==> src/hdl/fsr_pkg.sv <==
// fsr_pkg: command codes, field positions and reset values for the fault
// status register bank. assumes byte-wide registers addressed by command code.
package fsr_pkg;

  // command codes of the four status registers
  localparam logic [7:0] FSR_CODE_IOUT  = 8'h7B;
  localparam logic [7:0] FSR_CODE_INPUT = 8'h7C;
  localparam logic [7:0] FSR_CODE_TEMP  = 8'h7D;
  localparam logic [7:0] FSR_CODE_CML   = 8'h7E;

  // supported latched positions per register
  localparam logic [7:0] FSR_SUP_IOUT  = 8'hA0;
  localparam logic [7:0] FSR_SUP_INPUT = 8'hA0;
  localparam logic [7:0] FSR_SUP_TEMP  = 8'hC0;
  localparam logic [7:0] FSR_SUP_CML   = 8'hFA;

  // field positions
  localparam int FSR_BIT_OC_FAULT   = 7;
  localparam int FSR_BIT_OC_WARN    = 5;
  localparam int FSR_BIT_IN_OV_FLT  = 7;
  localparam int FSR_BIT_IN_UV_WARN = 5;
  localparam int FSR_BIT_IN_TOO_LOW = 3;
  localparam int FSR_BIT_OT_FAULT   = 7;
  localparam int FSR_BIT_OT_WARN    = 6;
  localparam int FSR_BIT_BAD_CMD    = 7;
  localparam int FSR_BIT_BAD_DATA   = 6;
  localparam int FSR_BIT_PEC        = 5;
  localparam int FSR_BIT_MEM        = 4;
  localparam int FSR_BIT_CORE       = 3;
  localparam int FSR_BIT_LINK       = 1;
  localparam int FSR_WORD_BIT_IOUT  = 14;
  localparam int FSR_WORD_BIT_INPUT = 13;

  // reset values
  localparam logic [7:0] FSR_RST_FLAGS   = 8'h00;
  localparam logic       FSR_RST_INPUT_TOO_LOW_LIVE_FLAG = 1'b1;
  localparam logic [7:0] FSR_RDATA_NONE  = 8'h00;

  // pin synchroniser depth
  localparam int FSR_SYNC_STAGES = 3;

endpackage

==> src/hdl/fsr_fault_status.sv <==
// fsr_fault_status: four byte-wide fault status registers reached by command
// code, with alert masking and summary bits. assumes the command front end and
// event sources run on clk_i; threshold comparators arrive asynchronously.
//
// Overview of operation
// - output current register latches overcurrent fault bit 7, warning bit 5.
// - output current bits 6 and 4:0 always read zero.
// - clear-faults or writing one clears a latched bit; others stay.
// - input register latches overvoltage fault bit 7; bit 6 reads zero.
// - input register latches undervoltage warning bit 5; bits 4, 2:0 zero.
// - input bit 3 is live: one while power input counts as off.
// - low-input flag set when input or aux supply blocks conversion; never alerts.
// - low-input flag reads one straight after reset without alerting.
// - undervoltage warning suppressed until input first exceeds turn-on threshold.
// - temperature register latches fault bit 7, warning bit 6; rest zero.
// - communication register latches bit 7 on an invalid command.
// - communication register latches bit 6 on invalid data.
// - communication register latches bit 5 on packet error check failure.
// - communication register latches bit 4 memory error, bit 3 core error.
// - communication register latches bit 1 link error; bits 2 and 0 zero.
// - each alerting bit has a mask bit; set mask blocks its alert.
// - stacked secondary reports back-channel trouble as a communication fault.
// - communication summary bit is OR of communication register bits.
// - byte read and byte write by command code; contents update live.
// - status word bit 14 for current faults, bit 13 for input faults.
`timescale 1ns/100ps
`default_nettype none
module fsr_fault_status
  import fsr_pkg::*;
(
  // clock and reset
  input  wire logic       clk_i,
  input  wire logic       resetn_i,
  // command port from the management front end
  input  wire logic       cmd_valid_i,
  input  wire logic       cmd_write_i,
  input  wire logic [7:0] cmd_code_i,
  input  wire logic [7:0] cmd_wdata_i,
  input  wire logic       clear_faults_i,
  output logic            rvalid_o,
  output logic [7:0]      rdata_o,
  // fault events, one-cycle pulses on clk_i
  input  wire logic       oc_fault_evt_i,
  input  wire logic       oc_warn_evt_i,
  input  wire logic       vin_ov_fault_evt_i,
  input  wire logic       vin_uv_warn_evt_i,
  input  wire logic       ot_fault_evt_i,
  input  wire logic       ot_warn_evt_i,
  input  wire logic       bad_command_evt_i,
  input  wire logic       bad_payload_evt_i,
  input  wire logic       pec_fail_evt_i,
  input  wire logic       memory_error_evt_i,
  input  wire logic       core_error_evt_i,
  input  wire logic       link_error_evt_i,
  input  wire logic       back_channel_error_evt_i,
  // asynchronous comparator levels
  input  wire logic       power_input_rail_above_on_i,
  input  wire logic       power_input_rail_below_off_i,
  input  wire logic       aux_uvlo_i,
  // alert masks, one bit per register position
  input  wire logic [7:0] alert_mask_iout_i,
  input  wire logic [7:0] alert_mask_input_i,
  input  wire logic [7:0] alert_mask_temp_i,
  input  wire logic [7:0] alert_mask_cml_i,
  // summaries and alert
  output logic            alert_o,
  output logic            status_word_iout_o,
  output logic            status_word_input_o,
  output logic            status_byte_cml_o,
  output logic            input_too_low_live_flag_o
);

  ////////////////////////////////////////////////////////////////////////////
  // command decode

  function automatic logic [7:0] wr1c(input logic [7:0] code);
    return (cmd_valid_i && cmd_write_i && cmd_code_i == code) ? cmd_wdata_i : 8'h00;
  endfunction

  function automatic logic [7:0] bit8(input logic v, input int pos);
    return v ? (8'h01 << pos[2:0]) : 8'h00;
  endfunction

  ////////////////////////////////////////////////////////////////////////////
  // comparator synchronisers

  logic above_on;
  logic below_off;
  logic aux_low;

  fsr_pin_sync u_sync_on (
    .clk_i    (clk_i),
    .resetn_i (resetn_i),
    .async_i  (power_input_rail_above_on_i),
    .level_o  (above_on)
  );

  fsr_pin_sync u_sync_off (
    .clk_i    (clk_i),
    .resetn_i (resetn_i),
    .async_i  (power_input_rail_below_off_i),
    .level_o  (below_off)
  );

  fsr_pin_sync u_sync_aux (
    .clk_i    (clk_i),
    .resetn_i (resetn_i),
    .async_i  (aux_uvlo_i),
    .level_o  (aux_low)
  );

  ////////////////////////////////////////////////////////////////////////////
  // live low-input flag and undervoltage arming

  logic input_too_low_live_flag;
  logic uvw_armed;

  // hysteresis between turn-off and turn-on thresholds
  always_ff @(posedge clk_i or negedge resetn_i) begin
    if (!resetn_i) begin
      input_too_low_live_flag <= FSR_RST_INPUT_TOO_LOW_LIVE_FLAG;
    end else if (aux_low || below_off) begin
      input_too_low_live_flag <= 1'b1;
    end else if (above_on) begin
      input_too_low_live_flag <= 1'b0;
    end
  end

  // warning stays quiet during the first ramp-up after reset
  always_ff @(posedge clk_i or negedge resetn_i) begin
    if (!resetn_i) begin
      uvw_armed <= 1'b0;
    end else if (above_on) begin
      uvw_armed <= 1'b1;
    end
  end

  ////////////////////////////////////////////////////////////////////////////
  // latched registers

  logic [7:0] iout_flags;
  logic [7:0] input_flags;
  logic [7:0] temp_flags;
  logic [7:0] cml_flags;

  fsr_sticky_byte #(.SUPPORTED(FSR_SUP_IOUT)) u_iout (
    .clk_i     (clk_i),
    .resetn_i  (resetn_i),
    .set_i     (bit8(oc_fault_evt_i, FSR_BIT_OC_FAULT)
              | bit8(oc_warn_evt_i, FSR_BIT_OC_WARN)),
    .wr1c_i    (wr1c(FSR_CODE_IOUT)),
    .clr_all_i (clear_faults_i),
    .flags_o   (iout_flags)
  );

  fsr_sticky_byte #(.SUPPORTED(FSR_SUP_INPUT)) u_input (
    .clk_i     (clk_i),
    .resetn_i  (resetn_i),
    .set_i     (bit8(vin_ov_fault_evt_i, FSR_BIT_IN_OV_FLT)
              | bit8(vin_uv_warn_evt_i && uvw_armed, FSR_BIT_IN_UV_WARN)),
    .wr1c_i    (wr1c(FSR_CODE_INPUT)),
    .clr_all_i (clear_faults_i),
    .flags_o   (input_flags)
  );

  fsr_sticky_byte #(.SUPPORTED(FSR_SUP_TEMP)) u_temp (
    .clk_i     (clk_i),
    .resetn_i  (resetn_i),
    .set_i     (bit8(ot_fault_evt_i, FSR_BIT_OT_FAULT)
              | bit8(ot_warn_evt_i, FSR_BIT_OT_WARN)),
    .wr1c_i    (wr1c(FSR_CODE_TEMP)),
    .clr_all_i (clear_faults_i),
    .flags_o   (temp_flags)
  );

  fsr_sticky_byte #(.SUPPORTED(FSR_SUP_CML)) u_cml (
    .clk_i     (clk_i),
    .resetn_i  (resetn_i),
    .set_i     (bit8(bad_command_evt_i, FSR_BIT_BAD_CMD)
              | bit8(bad_payload_evt_i, FSR_BIT_BAD_DATA)
              | bit8(pec_fail_evt_i, FSR_BIT_PEC)
              | bit8(memory_error_evt_i, FSR_BIT_MEM)
              | bit8(core_error_evt_i, FSR_BIT_CORE)
              | bit8(link_error_evt_i || back_channel_error_evt_i, FSR_BIT_LINK)),
    .wr1c_i    (wr1c(FSR_CODE_CML)),
    .clr_all_i (clear_faults_i),
    .flags_o   (cml_flags)
  );

  ////////////////////////////////////////////////////////////////////////////
  // readback

  logic [7:0] input_view;

  assign input_view = input_flags | bit8(input_too_low_live_flag, FSR_BIT_IN_TOO_LOW);

  // answer one cycle after the request; unknown codes read zero
  always_ff @(posedge clk_i or negedge resetn_i) begin
    if (!resetn_i) begin
      rvalid_o <= 1'b0;
      rdata_o  <= FSR_RDATA_NONE;
    end else begin
      rvalid_o <= cmd_valid_i && !cmd_write_i;
      if (cmd_valid_i && !cmd_write_i) begin
        case (cmd_code_i)
          FSR_CODE_IOUT:  rdata_o <= iout_flags;
          FSR_CODE_INPUT: rdata_o <= input_view;
          FSR_CODE_TEMP:  rdata_o <= temp_flags;
          FSR_CODE_CML:   rdata_o <= cml_flags;
          default:        rdata_o <= FSR_RDATA_NONE;
        endcase
      end
    end
  end

  ////////////////////////////////////////////////////////////////////////////
  // summaries and alert

  logic next_alert;

  // live low-input bit is left out of the alert on purpose
  assign next_alert = |(iout_flags & ~alert_mask_iout_i)
                    | |(input_flags & ~alert_mask_input_i)
                    | |(temp_flags & ~alert_mask_temp_i)
                    | |(cml_flags & ~alert_mask_cml_i);

  always_ff @(posedge clk_i or negedge resetn_i) begin
    if (!resetn_i) begin
      alert_o                   <= 1'b0;
      status_word_iout_o        <= 1'b0;
      status_word_input_o       <= 1'b0;
      status_byte_cml_o         <= 1'b0;
      input_too_low_live_flag_o <= FSR_RST_INPUT_TOO_LOW_LIVE_FLAG;
    end else begin
      alert_o                   <= next_alert;
      status_word_iout_o        <= |iout_flags;
      status_word_input_o       <= |input_flags;
      status_byte_cml_o         <= |cml_flags;
      input_too_low_live_flag_o <= input_too_low_live_flag;
    end
  end

  ////////////////////////////////////////////////////////////////////////////
  // checks

  AST_OC_FAULT_LATCH: assert property (
    @(posedge clk_i) disable iff (!resetn_i)
    oc_fault_evt_i |=> iout_flags[FSR_BIT_OC_FAULT])
    else $error("overcurrent fault not latched");

  AST_IOUT_ZERO_BITS: assert property (
    @(posedge clk_i) disable iff (!resetn_i)
    (iout_flags & ~FSR_SUP_IOUT) == 8'h00)
    else $error("unsupported current bit set");

  AST_CLEAR_ALL: assert property (
    @(posedge clk_i) disable iff (!resetn_i)
    clear_faults_i && !oc_fault_evt_i && !oc_warn_evt_i |=> iout_flags == 8'h00)
    else $error("clear-faults left warning set");

  AST_ZERO_WRITE_KEEPS: assert property (
    @(posedge clk_i) disable iff (!resetn_i)
    cmd_valid_i && cmd_write_i && cmd_wdata_i == 8'h00 && !clear_faults_i
      |=> $past(temp_flags) == (temp_flags & $past(temp_flags)))
    else $error("zero write cleared a flag");

  AST_UVW_SUPPRESSED: assert property (
    @(posedge clk_i) disable iff (!resetn_i)
    !uvw_armed && !input_flags[FSR_BIT_IN_UV_WARN] |=> !input_flags[FSR_BIT_IN_UV_WARN])
    else $error("undervoltage warning before arming");

  AST_TOO_LOW_NO_ALERT: assert property (
    @(posedge clk_i) disable iff (!resetn_i)
    (iout_flags | input_flags | temp_flags | cml_flags) == 8'h00 |=> !alert_o)
    else $error("alert without latched flag");

  AST_MASK_BLOCKS: assert property (
    @(posedge clk_i) disable iff (!resetn_i)
    cml_flags != 8'h00 && alert_mask_cml_i == 8'hFF && iout_flags == 8'h00
      && input_flags == 8'h00 && temp_flags == 8'h00 |=> !alert_o)
    else $error("masked flag raised alert");

  AST_CML_SUMMARY: assert property (
    @(posedge clk_i) disable iff (!resetn_i)
    ##1 status_byte_cml_o == |$past(cml_flags))
    else $error("summary bit mismatch");

  AST_READ_ANSWER: assert property (
    @(posedge clk_i) disable iff (!resetn_i)
    cmd_valid_i && !cmd_write_i && cmd_code_i == FSR_CODE_CML
      |=> rvalid_o && rdata_o == $past(cml_flags))
    else $error("read answer wrong");

  AST_BACK_CHANNEL: assert property (
    @(posedge clk_i) disable iff (!resetn_i)
    back_channel_error_evt_i |=> cml_flags[FSR_BIT_LINK])
    else $error("back-channel error not reported");

endmodule
`default_nettype wire

==> src/hdl/fsr_pin_sync.sv <==
// fsr_pin_sync: three-stage synchroniser for an asynchronous level input.
// output changes only once the second and third stages agree.
`timescale 1ns/100ps
`default_nettype none
module fsr_pin_sync
  import fsr_pkg::*;
(
  // clock and reset
  input  wire logic clk_i,
  input  wire logic resetn_i,
  // level
  input  wire logic async_i,
  output logic      level_o
);

  logic [FSR_SYNC_STAGES-1:0] stage;

  always_ff @(posedge clk_i or negedge resetn_i) begin
    if (!resetn_i) begin
      stage <= '0;
    end else begin
      stage <= {stage[FSR_SYNC_STAGES-2:0], async_i};
    end
  end

  // first stage only feeds the second; agreement filters a single-cycle glitch
  always_ff @(posedge clk_i or negedge resetn_i) begin
    if (!resetn_i) begin
      level_o <= 1'b0;
    end else if (stage[1] == stage[2]) begin
      level_o <= stage[2];
    end
  end

endmodule
`default_nettype wire

==> src/hdl/fsr_sticky_byte.sv <==
// fsr_sticky_byte: one byte of latched flags, write-one-to-clear and clear-all.
// assumes set and clear strobes come from the same clock domain.
`timescale 1ns/100ps
`default_nettype none
module fsr_sticky_byte
  import fsr_pkg::*;
#(
  parameter logic [7:0] SUPPORTED = 8'hFF
)(
  // clock and reset
  input  wire logic       clk_i,
  input  wire logic       resetn_i,
  // events and clears
  input  wire logic [7:0] set_i,
  input  wire logic [7:0] wr1c_i,
  input  wire logic       clr_all_i,
  // flags
  output logic [7:0]      flags_o
);

  logic [7:0] clr;

  assign clr = clr_all_i ? 8'hFF : wr1c_i;

  // set wins over clear; zero writes and unsupported positions change nothing
  always_ff @(posedge clk_i or negedge resetn_i) begin
    if (!resetn_i) begin
      flags_o <= FSR_RST_FLAGS;
    end else begin
      flags_o <= ((flags_o & ~clr) | set_i) & SUPPORTED;
    end
  end

endmodule
`default_nettype wire

==> config.mk <==
export PLATFORM = sky130hd
export DESIGN_NAME = fsr_fault_status
export DESIGN_NICKNAME = d
export VERILOG_FILES = /design/src/hdl/fsr_pkg.sv /design/src/hdl/fsr_fault_status.sv /design/src/hdl/fsr_pin_sync.sv /design/src/hdl/fsr_sticky_byte.sv
export SDC_FILE = /design/constraint.sdc
export NUM_CORES = 1
export LEC_CHECK = 0
export ABC_AREA = 1
export BUFFER_PORTS_ARGS = -buffer_cell sky130_fd_sc_hd__buf_2
export CORE_ASPECT_RATIO = 0.5
export CORE_UTILIZATION = 44
export DETAILED_ROUTE_END_ITERATION = 10
export PLACE_DENSITY_LB_ADDON = 0.15
export SLEW_MARGIN = 10
export SYNTH_ARGS = -nofsm -noshare
export SYNTH_HDL_FRONTEND = slang
export SYNTH_HIERARCHICAL = 1
export SYNTH_SLANG_ARGS = --single-unit
export TNS_END_PERCENT = 5
==> constraint.sdc <==
create_clock -name clk_i -period 1.2 [get_ports clk_i]
set_input_delay 0.12 -clock clk_i [delete_from_list [all_inputs] [get_ports clk_i]]
set_output_delay 0.12 -clock clk_i [all_outputs]
set_load 0.005 [all_outputs]
; Yosys cells after proc, flatten, opt, wreduce, memory -nomap -nowiden
; Index checks and enable logic that the tools add are counted.
[word_totals]
reg_bits = 40
inputBits = 69
output_inout_bits = 14
wordCells = 100
[op_classes]
n_eq_ne = 7
mux = 24
n_bitwise = 32
n_reduce_logical = 18
[ops]
columns = cell, n
row1 = two-way mux 8 bit, 12
row2 = bitwise AND 8 bit, 8
row3 = NOT 8 bit, 8
row4 = "equality test 8 x 7 -> 1 bit, second input constant", 4
row5 = OR 8 bit, 4
row6 = case mux 8 bit (4 select lines), 1
row7 = OR reduction 8 bit, 4
row8 = OR 8 x 6 -> 8 bit, 3
row9 = two-way mux 6 bit, 3
row10 = OR 8 x 4 -> 8 bit, 2
row11 = OR 8 x 7 -> 8 bit, 2
row12 = two-way mux 7 bit, 2
row13 = two-way mux 4 bit, 2
row14 = OR 8 x 2 -> 8 bit, 1
row15 = OR 8 x 5 -> 8 bit, 1
row16 = logical AND 1 bit, 7
row17 = OR reduction 6 bit, 1
row18 = two-way mux 5 bit, 1
row19 = OR reduction 2 bit, 2
row20 = equality test 1 bit, 3
row21 = OR 1 bit, 3
row22 = logical OR 1 bit, 2
row23 = two-way mux 1 bit, 2
row24 = two-way mux 2 bit, 1
row25 = other kinds (2), 2

; Depth between registers and ports, before layout
; Gate-level depths: netlist (run 1).
[logic_depth]
word_depth = 7
mapped_depth = 9
depth_no_buf = 8

; Hierarchy
; Netlist (run 1), hierarchy kept.
[modules_own_cells]
columns = module, n_inst, cells_each, area_each_um2, seq_area_each_um2
row1 = fsr_fault_status, 1, 240, 1495.2, 402.9
row2 = fsr_sticky_byte (u_input ...), 3, 17, 128.9, 50.0
row3 = fsr_pin_sync, 3, 8, 116.4, 100.1
row4 = fsr_sticky_byte (u_cml), 1, 33, 259.0, 150.1

; Worst setup path after synthesis (run 1)
; OpenSTA, ideal clock, no wires.
[synth_timing]
path_kind = input to register
start = in cmd_code_i[7]
end = reg u_input.flags_o[7]
setup_time_ns = 0.117
t_arrival_ns = 0.866
required_ns = 1.083
path_slack_ns = 0.217
cell_stages = 9
path_buffers = 1
path_cell_list = inv_1 -> nand2_2 -> nor2_8 -> buf_12 -> nand3_4 -> nor2_1 -> nor2_1 -> nand2_1 -> nand2_1
[synth_via]
elab_chain_cells = 7
[synth_rtl]
columns = element, line
row1 = "start, declared", fsr_fault_status.sv:37  ; input wire logic [7:0] cmd_code_i,
row2 = equality test 8 x 7 -> 1 bit, fsr_fault_status.sv:77  ; return (cmd_valid_i && cmd_write_i && cmd_code_i == code) ? cmd_wdata_i : 8'h00;
row3 = logical AND 1 bit, fsr_fault_status.sv:77
row4 = two-way mux 8 bit, fsr_fault_status.sv:77
row5 = two-way mux 8 bit, fsr_sticky_byte.sv:23  ; assign clr = clr_all_i ? 8'hFF : wr1c_i;
row6 = NOT 8 bit, fsr_sticky_byte.sv:30  ; flags_o <= ((flags_o & ~clr) | set_i) & SUPPORTED;
row7 = bitwise AND 8 bit, fsr_sticky_byte.sv:30
row8 = OR 8 bit, fsr_sticky_byte.sv:30
row9 = "end signal, assigned", fsr_sticky_byte.sv:30
row10 = "end, declared", fsr_sticky_byte.sv:18  ; output logic [7:0] flags_o
; No other way between the ends.
; A chain may end at the register's enable or synchronous reset.

; Worst setup path after layout (run 1)
[layout_timing]
start = reg u_cml.flags_o[4]
end = reg alert_o
[layout_via]
elab_chain_cells = 3
[layout_rtl]
columns = element, line
row1 = "start, declared", fsr_sticky_byte.sv:18
row2 = "start signal, assigned", fsr_sticky_byte.sv:30
row3 = bitwise AND 8 bit, fsr_fault_status.sv:225  ; | |(cml_flags & ~alert_mask_cml_i);
row4 = OR reduction 8 bit, fsr_fault_status.sv:225
row5 = OR 1 bit, fsr_fault_status.sv:225
row6 = net next_alert, fsr_fault_status.sv:219  ; logic next_alert;
row7 = "end signal, assigned", fsr_fault_status.sv:235  ; alert_o <= next_alert;
row8 = "end, declared", fsr_fault_status.sv:66  ; output logic alert_o,
; The timed path passes the listed nets, and every way through them passes these cells.

==> reports/results.ini, run 1 <==
[sta]
skew_ps=11.91
finalMaxSlewViolations=0
rsz0062_at_grt=false
post-route-period-util=0.9316
fin_setup_tns_ps=0
fmax_mhz=894.5
hold_viol_final=0
setup_ws_ps=82.04
finalSetupViolCount=0
final.min_clock_period_ps=1118

[place]
post-place-ws_ps=54.17
placed_cells=477
gp_congestion=0.8932
placed_area_sq_mm=0.002851
hpwlAfterDp_mm=4.327
port_buffers=80

[cells_and_area]
stdcell_count=491
drive_gt1_frac=0.2708
fill_cells=504
diodes=0
seqCellArea_sq_mm=0.001003
final_nets=489
syn_to_final_growth_pct=26.18
multi_input_area_sq_mm=0.001035
finish.utilization=0.5959
final_area_sq_mm=0.003033

[logic_synthesis]
syn_inst=325
syn_area_sq_mm=0.002404
synth_area_per_cell_sq_um=7.396
yosys_warnings=6

[critical_path]
crit_required_ps=1390
cp_top_family=simple AND/OR/NAND/NOR gates
path_buf_inv=1
ff2ff_path_depth=6
timing.rr.start=u_cml/flags_o[4]
cpPeakStageDelay_ps=430
path_max_fanout=4
cp-startpoint=u_cml/flags_o[4]
crit_cells=6
path_cells=inv_1 -> o22ai_1 -> nor2_1 -> nand2_1 -> nor2_1 -> nand2_1
end_kind=flip-flop
reg2reg_to=alert_o
slowest_stage=dfrtp_1
path_class=reg -> reg
crit_arrival_ps=1310
r2r_slack_ps=80
start_kind=flip-flop

[power]
p_switching_uw=794.7
p_int_mw=2.294
power.share.clock=0.383
p_per_area_mw_per_mm2=1018
combPwrFrac=0.142
ir_drop_uv=514.3
swShare=0.2573
leakagePower_nw=1.685
p_seq_frac=0.476

[global_routing]
first_global_vias=1977
grt_antenna_before_repair=0
grt_start_max_net_pins=26
grt_pass1_wl_mm=8.742
grt_use_total=0.2018
grt-ovfl-total=0

[routing]
drc=0
vias=2182
routed_wl_mm=5.460
drt_iter0_markers=67
ant_nets=0
dr.pass1.iters=4
avgViaCountPerCell=4.444
routedWlPerCell_microns=11.12

[floorplan]
io_pins=83
row_count=18
start_util=0.4722
core_sq_mm=0.005090
die-area_sq_mm=0.005780
fp.dieW_microns=106.5
die_h_microns=54.26

[clock_tree]
clock-sinks=40
cts-buffers-inserted=5
post_cts_buffers=0
cts_resized=0
root_buffer=clkbuf_8
clk_pin_slew_ps=90
clk_path_buf_depth=2
htreeDepth=2
cts_tree=done
clock_latency_ps=290

[min_path]
hold_end=u_cml/flags_o[7]
hold_depth=3
worstHoldPathType=in -> reg
hp-start=bad_command_evt_i

[job]
drv_cap=0

[outcome]
status=finished clean

[registers in the layout, summed over array words and instances (netlist names), 2 cells and up]
register	cells
rdata_o	8
u_cml/flags_o	6
u_input/flags_o	2
u_iout/flags_o	2
u_sync_aux/stage	3
u_sync_off/stage	3
u_sync_on/stage	3
u_temp/flags_o	2
[tightest hold or removal path, cell delays in order]
cell	delay (ps)
buf_2	70
inv_1	30
nand2_1	40
[area by class of cell]
cell class | instances | share of cell area
clock buffer | 6 | 0.02723
clock inverter | 2 | 0.01279
timing repair buffer | 95 | 0.1823
multi-input combinational | 216 | 0.3412
sequential | 40 | 0.3309
inverter | 62 | 0.07673
tap | 70 | 0.02888
[routing by layer]
| metal | up-vias | part of all wire | GRT usage |
|---|---|---|---|
| met3 | 4 | 0.062 | 0.05000 |
| met5 | - | 0 | 0 |
| met2 | 50 | 0.44 | 0.3452 |
| met1 | 974 | 0.49 | 0.2700 |
| met4 | 0 | 0.0038 | 0.03196 |
| li1 | 1154 | - | - |
[power groups by stage]
stage	logic (mW)	registers [mW]	clock network, mW
final	0.437	1.47	1.18
after detailed placement	0.415	1.50	0
after global placement	0.404	1.49	0
after floorplan	0.263	1.48	0
after global routing	0.496	1.48	1.25
after CTS	0.432	1.47	1.21
[repair_timing]
item / 4_1_cts / 5_1_grt
hold endpoints to repair: 18 / 0
hold buffers: 6 / 0
endpoints found under the setup margin: 0 / 0
[stage by stage]
stage                     power [mW]  hold slack [ps]
after floorplan                1.743           -175.6
after global routing           3.230            9.760
after detailed placement       1.912            55.83
final                          3.089            2.705
after global placement         1.899            49.78
after CTS                      3.115           0.3751
[worst max-delay path by stage]
stage / end
floorplan: u_cml/flags_o[5]
global placement: rdata_o[7]
detailed placement: rdata_o[7]
CTS: alert_o
global route: alert_o
finish: alert_o
[layout by cell type, fill, tap and decap left out]
cell type and count:
nor2_1 38, buf_2 80, nand2_1 77, nor4_1 6, nor2_8 1, o21ai_1 8
dlygate4sd3_1 6, nand3_1 32, nor2_4 4, bufinv_16 1, dfrtp_1 38, inv_1 62
buf_12 2, clkbuf_8 6, or2_2 2, a21oi_1 3, nor2_2 1, o22ai_1 14
buf_4 7, nand3_4 4, o21ai_0 3, clkinv_4 1, nand2_2 3, dfstp_2 2
conb_1 20
Power figures use the tool's default switching activity.
==> run 2: changes to the inputs <==
- GPL_TIMING_DRIVEN: not set -> 1
- HOLD_SLACK_MARGIN: not set -> 0.15
==> run 2 against run 1 <==
Net effect: non-clock buffer count grew 12; sequential power is essentially flat; cell area grew 4.0%; maximum frequency shrank 0.37%; largest power group unchanged; via count grew 2.7%; combinational power grew 7.1%; critical path depth is the same; critical path type unchanged; global-route usage grew 0.55 points; first-iteration DRC count shrank 13%; routed wire length grew 2.7%; clock power is essentially flat; die area is the same.
==> reports/results.ini, run 2 (synthesized netlist as in run 1, its figures left out) <==
[outcome]
status=finished clean

[critical_path]
path_class=reg -> reg
cpPeakStageDelay_ps=430  ; about the same
slowest_stage=dfrtp_1
path_max_fanout=4  ; unchanged
crit_required_ps=1390  ; about the same
crit_arrival_ps=1320  ; about the same
path_cells=inv_1 -> o22ai_1 -> nor2_1 -> nand2_1 -> nor2_1 -> nand2_1
end_kind=flip-flop
start_kind=flip-flop

[place]
hpwlAfterDp_mm=4.327  ; unchanged
port_buffers=80  ; unchanged
gp_congestion=0.8932  ; unchanged

[sta]
skew_ps=12.93  ; +1.018 ps
hold_viol_final=0  ; unchanged
rsz0062_at_grt=false
final.min_clock_period_ps=1122  ; +4.134 ps
finalMaxSlewViolations=0  ; unchanged
fin_setup_tns_ps=0  ; unchanged
post-route-period-util=0.9351  ; +0.003445
fmax_mhz=891.2  ; -0.37%
finalSetupViolCount=0  ; unchanged

[clock_tree]
cts_hold_buf=18  ; +12
cts_tree=done
htreeDepth=2  ; unchanged
clk_path_buf_depth=2  ; unchanged
cts_resized=0  ; unchanged
cts-buffers-inserted=5  ; unchanged
clock-sinks=40  ; unchanged
clk_pin_slew_ps=90  ; about the same
clock_latency_ps=290  ; about the same
post_cts_buffers=0  ; unchanged
root_buffer=clkbuf_8

[cells_and_area]
largest_reg_flops=8  ; unchanged
final_nets=501  ; +2.5%
layout_common_cells=80 x buf_2, 77 x nand2_1, 62 x inv_1
syn_to_final_growth_pct=31.18
top_register=rdata_o
fill_cells=488  ; -3.2%
reg.largest.list=rdata_o: 8 flops, u_cml/flags_o: 6 flops
drive_gt1_frac=0.2633  ; -0.007504
diodes=0  ; unchanged
finish.utilization=0.6195  ; +0.02360
final_common_cell=buf_2

[floorplan]
io_pins=83  ; unchanged
start_util=0.4722  ; unchanged
core_sq_mm=0.005090  ; unchanged
row_count=18  ; unchanged
die-area_sq_mm=0.005780  ; unchanged
die_h_microns=54.26  ; unchanged
fp.dieW_microns=106.5  ; unchanged

[min_path]
worstHoldPathType=in -> reg

[power]
power_mw=3.123  ; +1.1%
p_per_area_mw_per_mm2=990.4  ; -2.8%
ir_drop_uv=514.8  ; about the same
leakagePower_nw=1.736  ; +3.1%

[routing]
drt_iter0_markers=58  ; -13%
ant_nets=0  ; unchanged
avgViaCountPerCell=4.457  ; +0.30%
dr.pass1.iters=5  ; +1
drc=0  ; unchanged
routed_wl_mm=5.610  ; +2.7%
routedWlPerCell_microns=11.15  ; +0.30%
vias=2242  ; +2.7%

[job]
drv_cap=0  ; unchanged

[global_routing]
first_global_vias=2072  ; +4.8%
grt_use_total=0.2073  ; +0.005461
grt_antenna_before_repair=0  ; unchanged
grt_pass1_wl_mm=8.990  ; +2.8%
grt_start_max_net_pins=26  ; unchanged
grt-ovfl-total=0  ; unchanged

==> run 2: layout make-up <==
| type | count | area [sq um] | share of cell area |
|---|---|---|---|
| Clock buffer | 6 | 82.58 | 0.02619 |
| Clock inverter | 2 | 38.79 | 0.01230 |
| Inverter | 62 | 232.7 | 0.07381 |
| Multi-Input combinational cell | 216 | 1035 | 0.3282 |
| Sequential cell | 40 | 1003 | 0.3183 |
| Tap cell | 70 | 87.58 | 0.02778 |
| Timing Repair Buffer | 107 | 673.1 | 0.2135 |
==> run 2: worst paths after layout <==
check                           slack (ps)             endpoint                start  cells after the start
worst max-delay path                    80              alert_o     u_cml/flags_o[4]                      6
worst min-delay path                   170     u_cml/flags_o[3]       cmd_wdata_i[3]                      6
worst max register to register          80              alert_o     u_cml/flags_o[4]                      6
worst min register to register         350  u_sync_off/stage[1]  u_sync_off/stage[0]                      0
max in group asynchronous              480   u_input/flags_o[5]             resetn_i                      3
min in group asynchronous              270  u_sync_off/stage[1]             resetn_i                      2
==> run 2: critical path: cells and delay by family (launching register included) <==
kind	cells	cell delay (ps)
flip-flops	1	430
AO/OA/AOI/OAI	1	70
AND/OR/NAND/NOR	4	440
buffers and inverters	1	80
==> run 2: per-stage QoR <==
step | std cells | hold WS (ps) | worst slack, ps | instance area [sq um]
after floorplan | 341 | -175.6 | 241.7 | 2464
after global placement | 477 | 49.78 | 74.33 | 2851
after detailed placement | 477 | 55.83 | 54.17 | 2851
after CTS | 503 | 167.1 | 99.86 | 3153
after global routing | 503 | 200.9 | 47.92 | 3153
final | 503 | 168.5 | 77.90 | 3153
==> run 2: metal layers <==
metal	up-vias	wire length, microns	track usage
met5	-	0	0
met4	0	36	0.04338
met3	6	302	0.05119
met2	51	2516	0.3593
met1	1005	2755	0.2708
li1	1180	-	-
==> run 2: where the power goes <==
part | switching (mW) | internal (mW) | total, mW
sequential | 0.0526 | 1.42 | 1.47
clock | 0.505 | 0.681 | 1.19
combinational | 0.245 | 0.222 | 0.468
total | 0.803 | 2.32 | 3.12
==> run 3: changes to the inputs <==
- CORE_ASPECT_RATIO: 0.5 -> not set
==> run 3 against run 2 <==
Net effect: clock-buffer cell count is the same; global-route usage grew 0.94 points; routed wire length up 2.4%; sequential share of layout area did not move; highest routed layer unchanged; non-clock buffer count up 2; sequential power barely moved; clock skew shrank 2.0 ps.
==> reports/results.ini, run 3 (synthesized netlist as in run 1, its figures left out) <==
[outcome]
status=finished clean

[cells_and_area]
multi_input_area_sq_mm=0.001035  ; unchanged
layout_common_cells=80 x buf_2, 77 x nand2_1, 62 x inv_1
drive_gt1_frac=0.2690  ; +0.005686
fill_cells=517  ; +5.9%
diodes=0  ; unchanged
final_common_cell=buf_2
reg.largest.list=rdata_o: 8 flops, u_cml/flags_o: 6 flops
largest_reg_flops=8  ; unchanged
syn_to_final_growth_pct=31.18  ; unchanged
top_register=rdata_o
stdcell_count=505  ; +0.40%
seqCellArea_sq_mm=0.001003  ; unchanged
finish.utilization=0.6096  ; -0.009890
final_nets=503  ; +0.40%

[sta]
setup_ws_ps=141.4  ; +63.50 ps
rsz0062_at_grt=false
hold_viol_final=0  ; unchanged
final.min_clock_period_ps=1059  ; -63.50 ps
finalMaxSlewViolations=0  ; unchanged
post-route-period-util=0.8822  ; -0.05292
skew_ps=10.88  ; -2.042 ps
fin_setup_tns_ps=0  ; unchanged
fmax_mhz=944.7  ; +6.0%
finalSetupViolCount=0  ; unchanged

[power]
leakagePower_nw=1.741  ; +0.29%
p_per_area_mw_per_mm2=984.9  ; -0.56%
ir_drop_uv=578.3  ; +12%

[routing]
drt_iter0_markers=137  ; +140%
drc=0  ; unchanged
vias=2229  ; -0.58%
dr.pass1.iters=4  ; -1
ant_nets=0  ; unchanged
routedWlPerCell_microns=11.38  ; +2.0%
avgViaCountPerCell=4.414  ; -0.97%
routed_wl_mm=5.745  ; +2.4%

[critical_path]
timing.rr.start=u_cml/flags_o[3]
cp-startpoint=u_cml/flags_o[3]
crit_required_ps=1390  ; about the same
crit_arrival_ps=1250  ; -70 ps
ff2ff_path_depth=6  ; unchanged
path_max_fanout=4  ; unchanged
reg2reg_to=alert_o
end_kind=flip-flop
start_kind=flip-flop
path_class=reg -> reg
setup.worst_path.end=alert_o
r2r_slack_ps=140  ; +60 ps

[floorplan]
die_h_microns=75.91  ; +40%
die-area_sq_mm=0.005762  ; -0.31%
row_count=26  ; +8
core_sq_mm=0.005172  ; +1.6%
fp.dieW_microns=75.91  ; -29%
start_util=0.4647  ; -0.007539
io_pins=83  ; unchanged

[clock_tree]
clock_latency_ps=290  ; about the same
clk_pin_slew_ps=80  ; about the same
clock-sinks=40  ; unchanged
htreeDepth=2  ; unchanged
cts-buffers-inserted=5  ; unchanged
post_cts_buffers=0  ; unchanged
cts_resized=0  ; unchanged
cts_tree=done
cts_hold_buf=17  ; -1
clk_path_buf_depth=2  ; unchanged
root_buffer=clkbuf_8

[job]
drv_cap=0  ; unchanged

[place]
gp_congestion=0.8650  ; -3.2%
post-place-ws_ps=53.45  ; -0.7197 ps
hpwlAfterDp_mm=4.550  ; +5.2%
port_buffers=80  ; unchanged
placed_cells=480  ; +0.63%

[global_routing]
grt_start_max_net_pins=18  ; -31%
grt_antenna_before_repair=0  ; unchanged
grt_use_total=0.2166  ; +0.009360
grt_pass1_wl_mm=9.818  ; +9.2%
first_global_vias=2154  ; +4.0%
grt-ovfl-total=0  ; unchanged

[min_path]
worstHoldPathType=in -> reg

run 3: cell types whose count changed in the layout (fill, tap and decap cells not counted), sizes merged:
| cell | delta |
|---|---|
| buf | +3 |
| dlygate4sd3 | -1 |
run 3: cell type report:
class,instances,share of cell area
inverter,62,0.07381
timing repair buffer,109,0.2135
clock inverter,2,0.01230
multi-input combinational,216,0.3282
clock buffer,6,0.02619
tap,70,0.02778
sequential,40,0.3183
run 3: power breakdown:
part | switching, mW | internal [mW] | total (mW)
Sequential | 0.0526 | 1.42 | 1.47
Combinational | 0.252 | 0.223 | 0.475
Clock | 0.481 | 0.680 | 1.16
run 3: per-layer routing:
| layer | vias to the layer above | part of all wire | GRT usage |
|---|---|---|---|
| met5 | - | 0 | 0 |
| met4 | 0 | 0.021 | 0.07692 |
| met3 | 11 | 0.050 | 0.04699 |
| met2 | 67 | 0.45 | 0.3464 |
| met1 | 966 | 0.47 | 0.2899 |
| li1 | 1185 | - | - |
run 3: per-stage QoR:
step	hold WS, ps	area (sq um)	power, mW
after floorplan	-175.6	2464	1.743
after global placement	62.79	2861	1.911
after detailed placement	65.05	2861	1.920
after CTS	168.8	3153	3.122
after global routing	203.2	3153	3.262
final	181.2	3153	3.105
run 3: worst min-delay path by stage:
stage / start / to / slack, ps / cells past startpoint
2_1_floorplan: resetn_i / alert_o / -180 / 0
6_report: cmd_write_i / rdata_o[6] / 180 / 4
3_5_place_dp: resetn_i / rdata_o[4] / 70 / 1
3_3_place_gp: resetn_i / rdata_o[4] / 60 / 1
5_1_grt: cmd_wdata_i[3] / u_cml/flags_o[3] / 200 / 6
4_1_cts: cmd_write_i / rdata_o[6] / 170 / 4
run 3: critical path, stage by stage, from the launching register on:
cell and delay (ps):
dfrtp_1 450, inv_1 100, o22ai_1 80, nor2_1 130, nand2_1 60, nor2_1 80
nand2_1 50
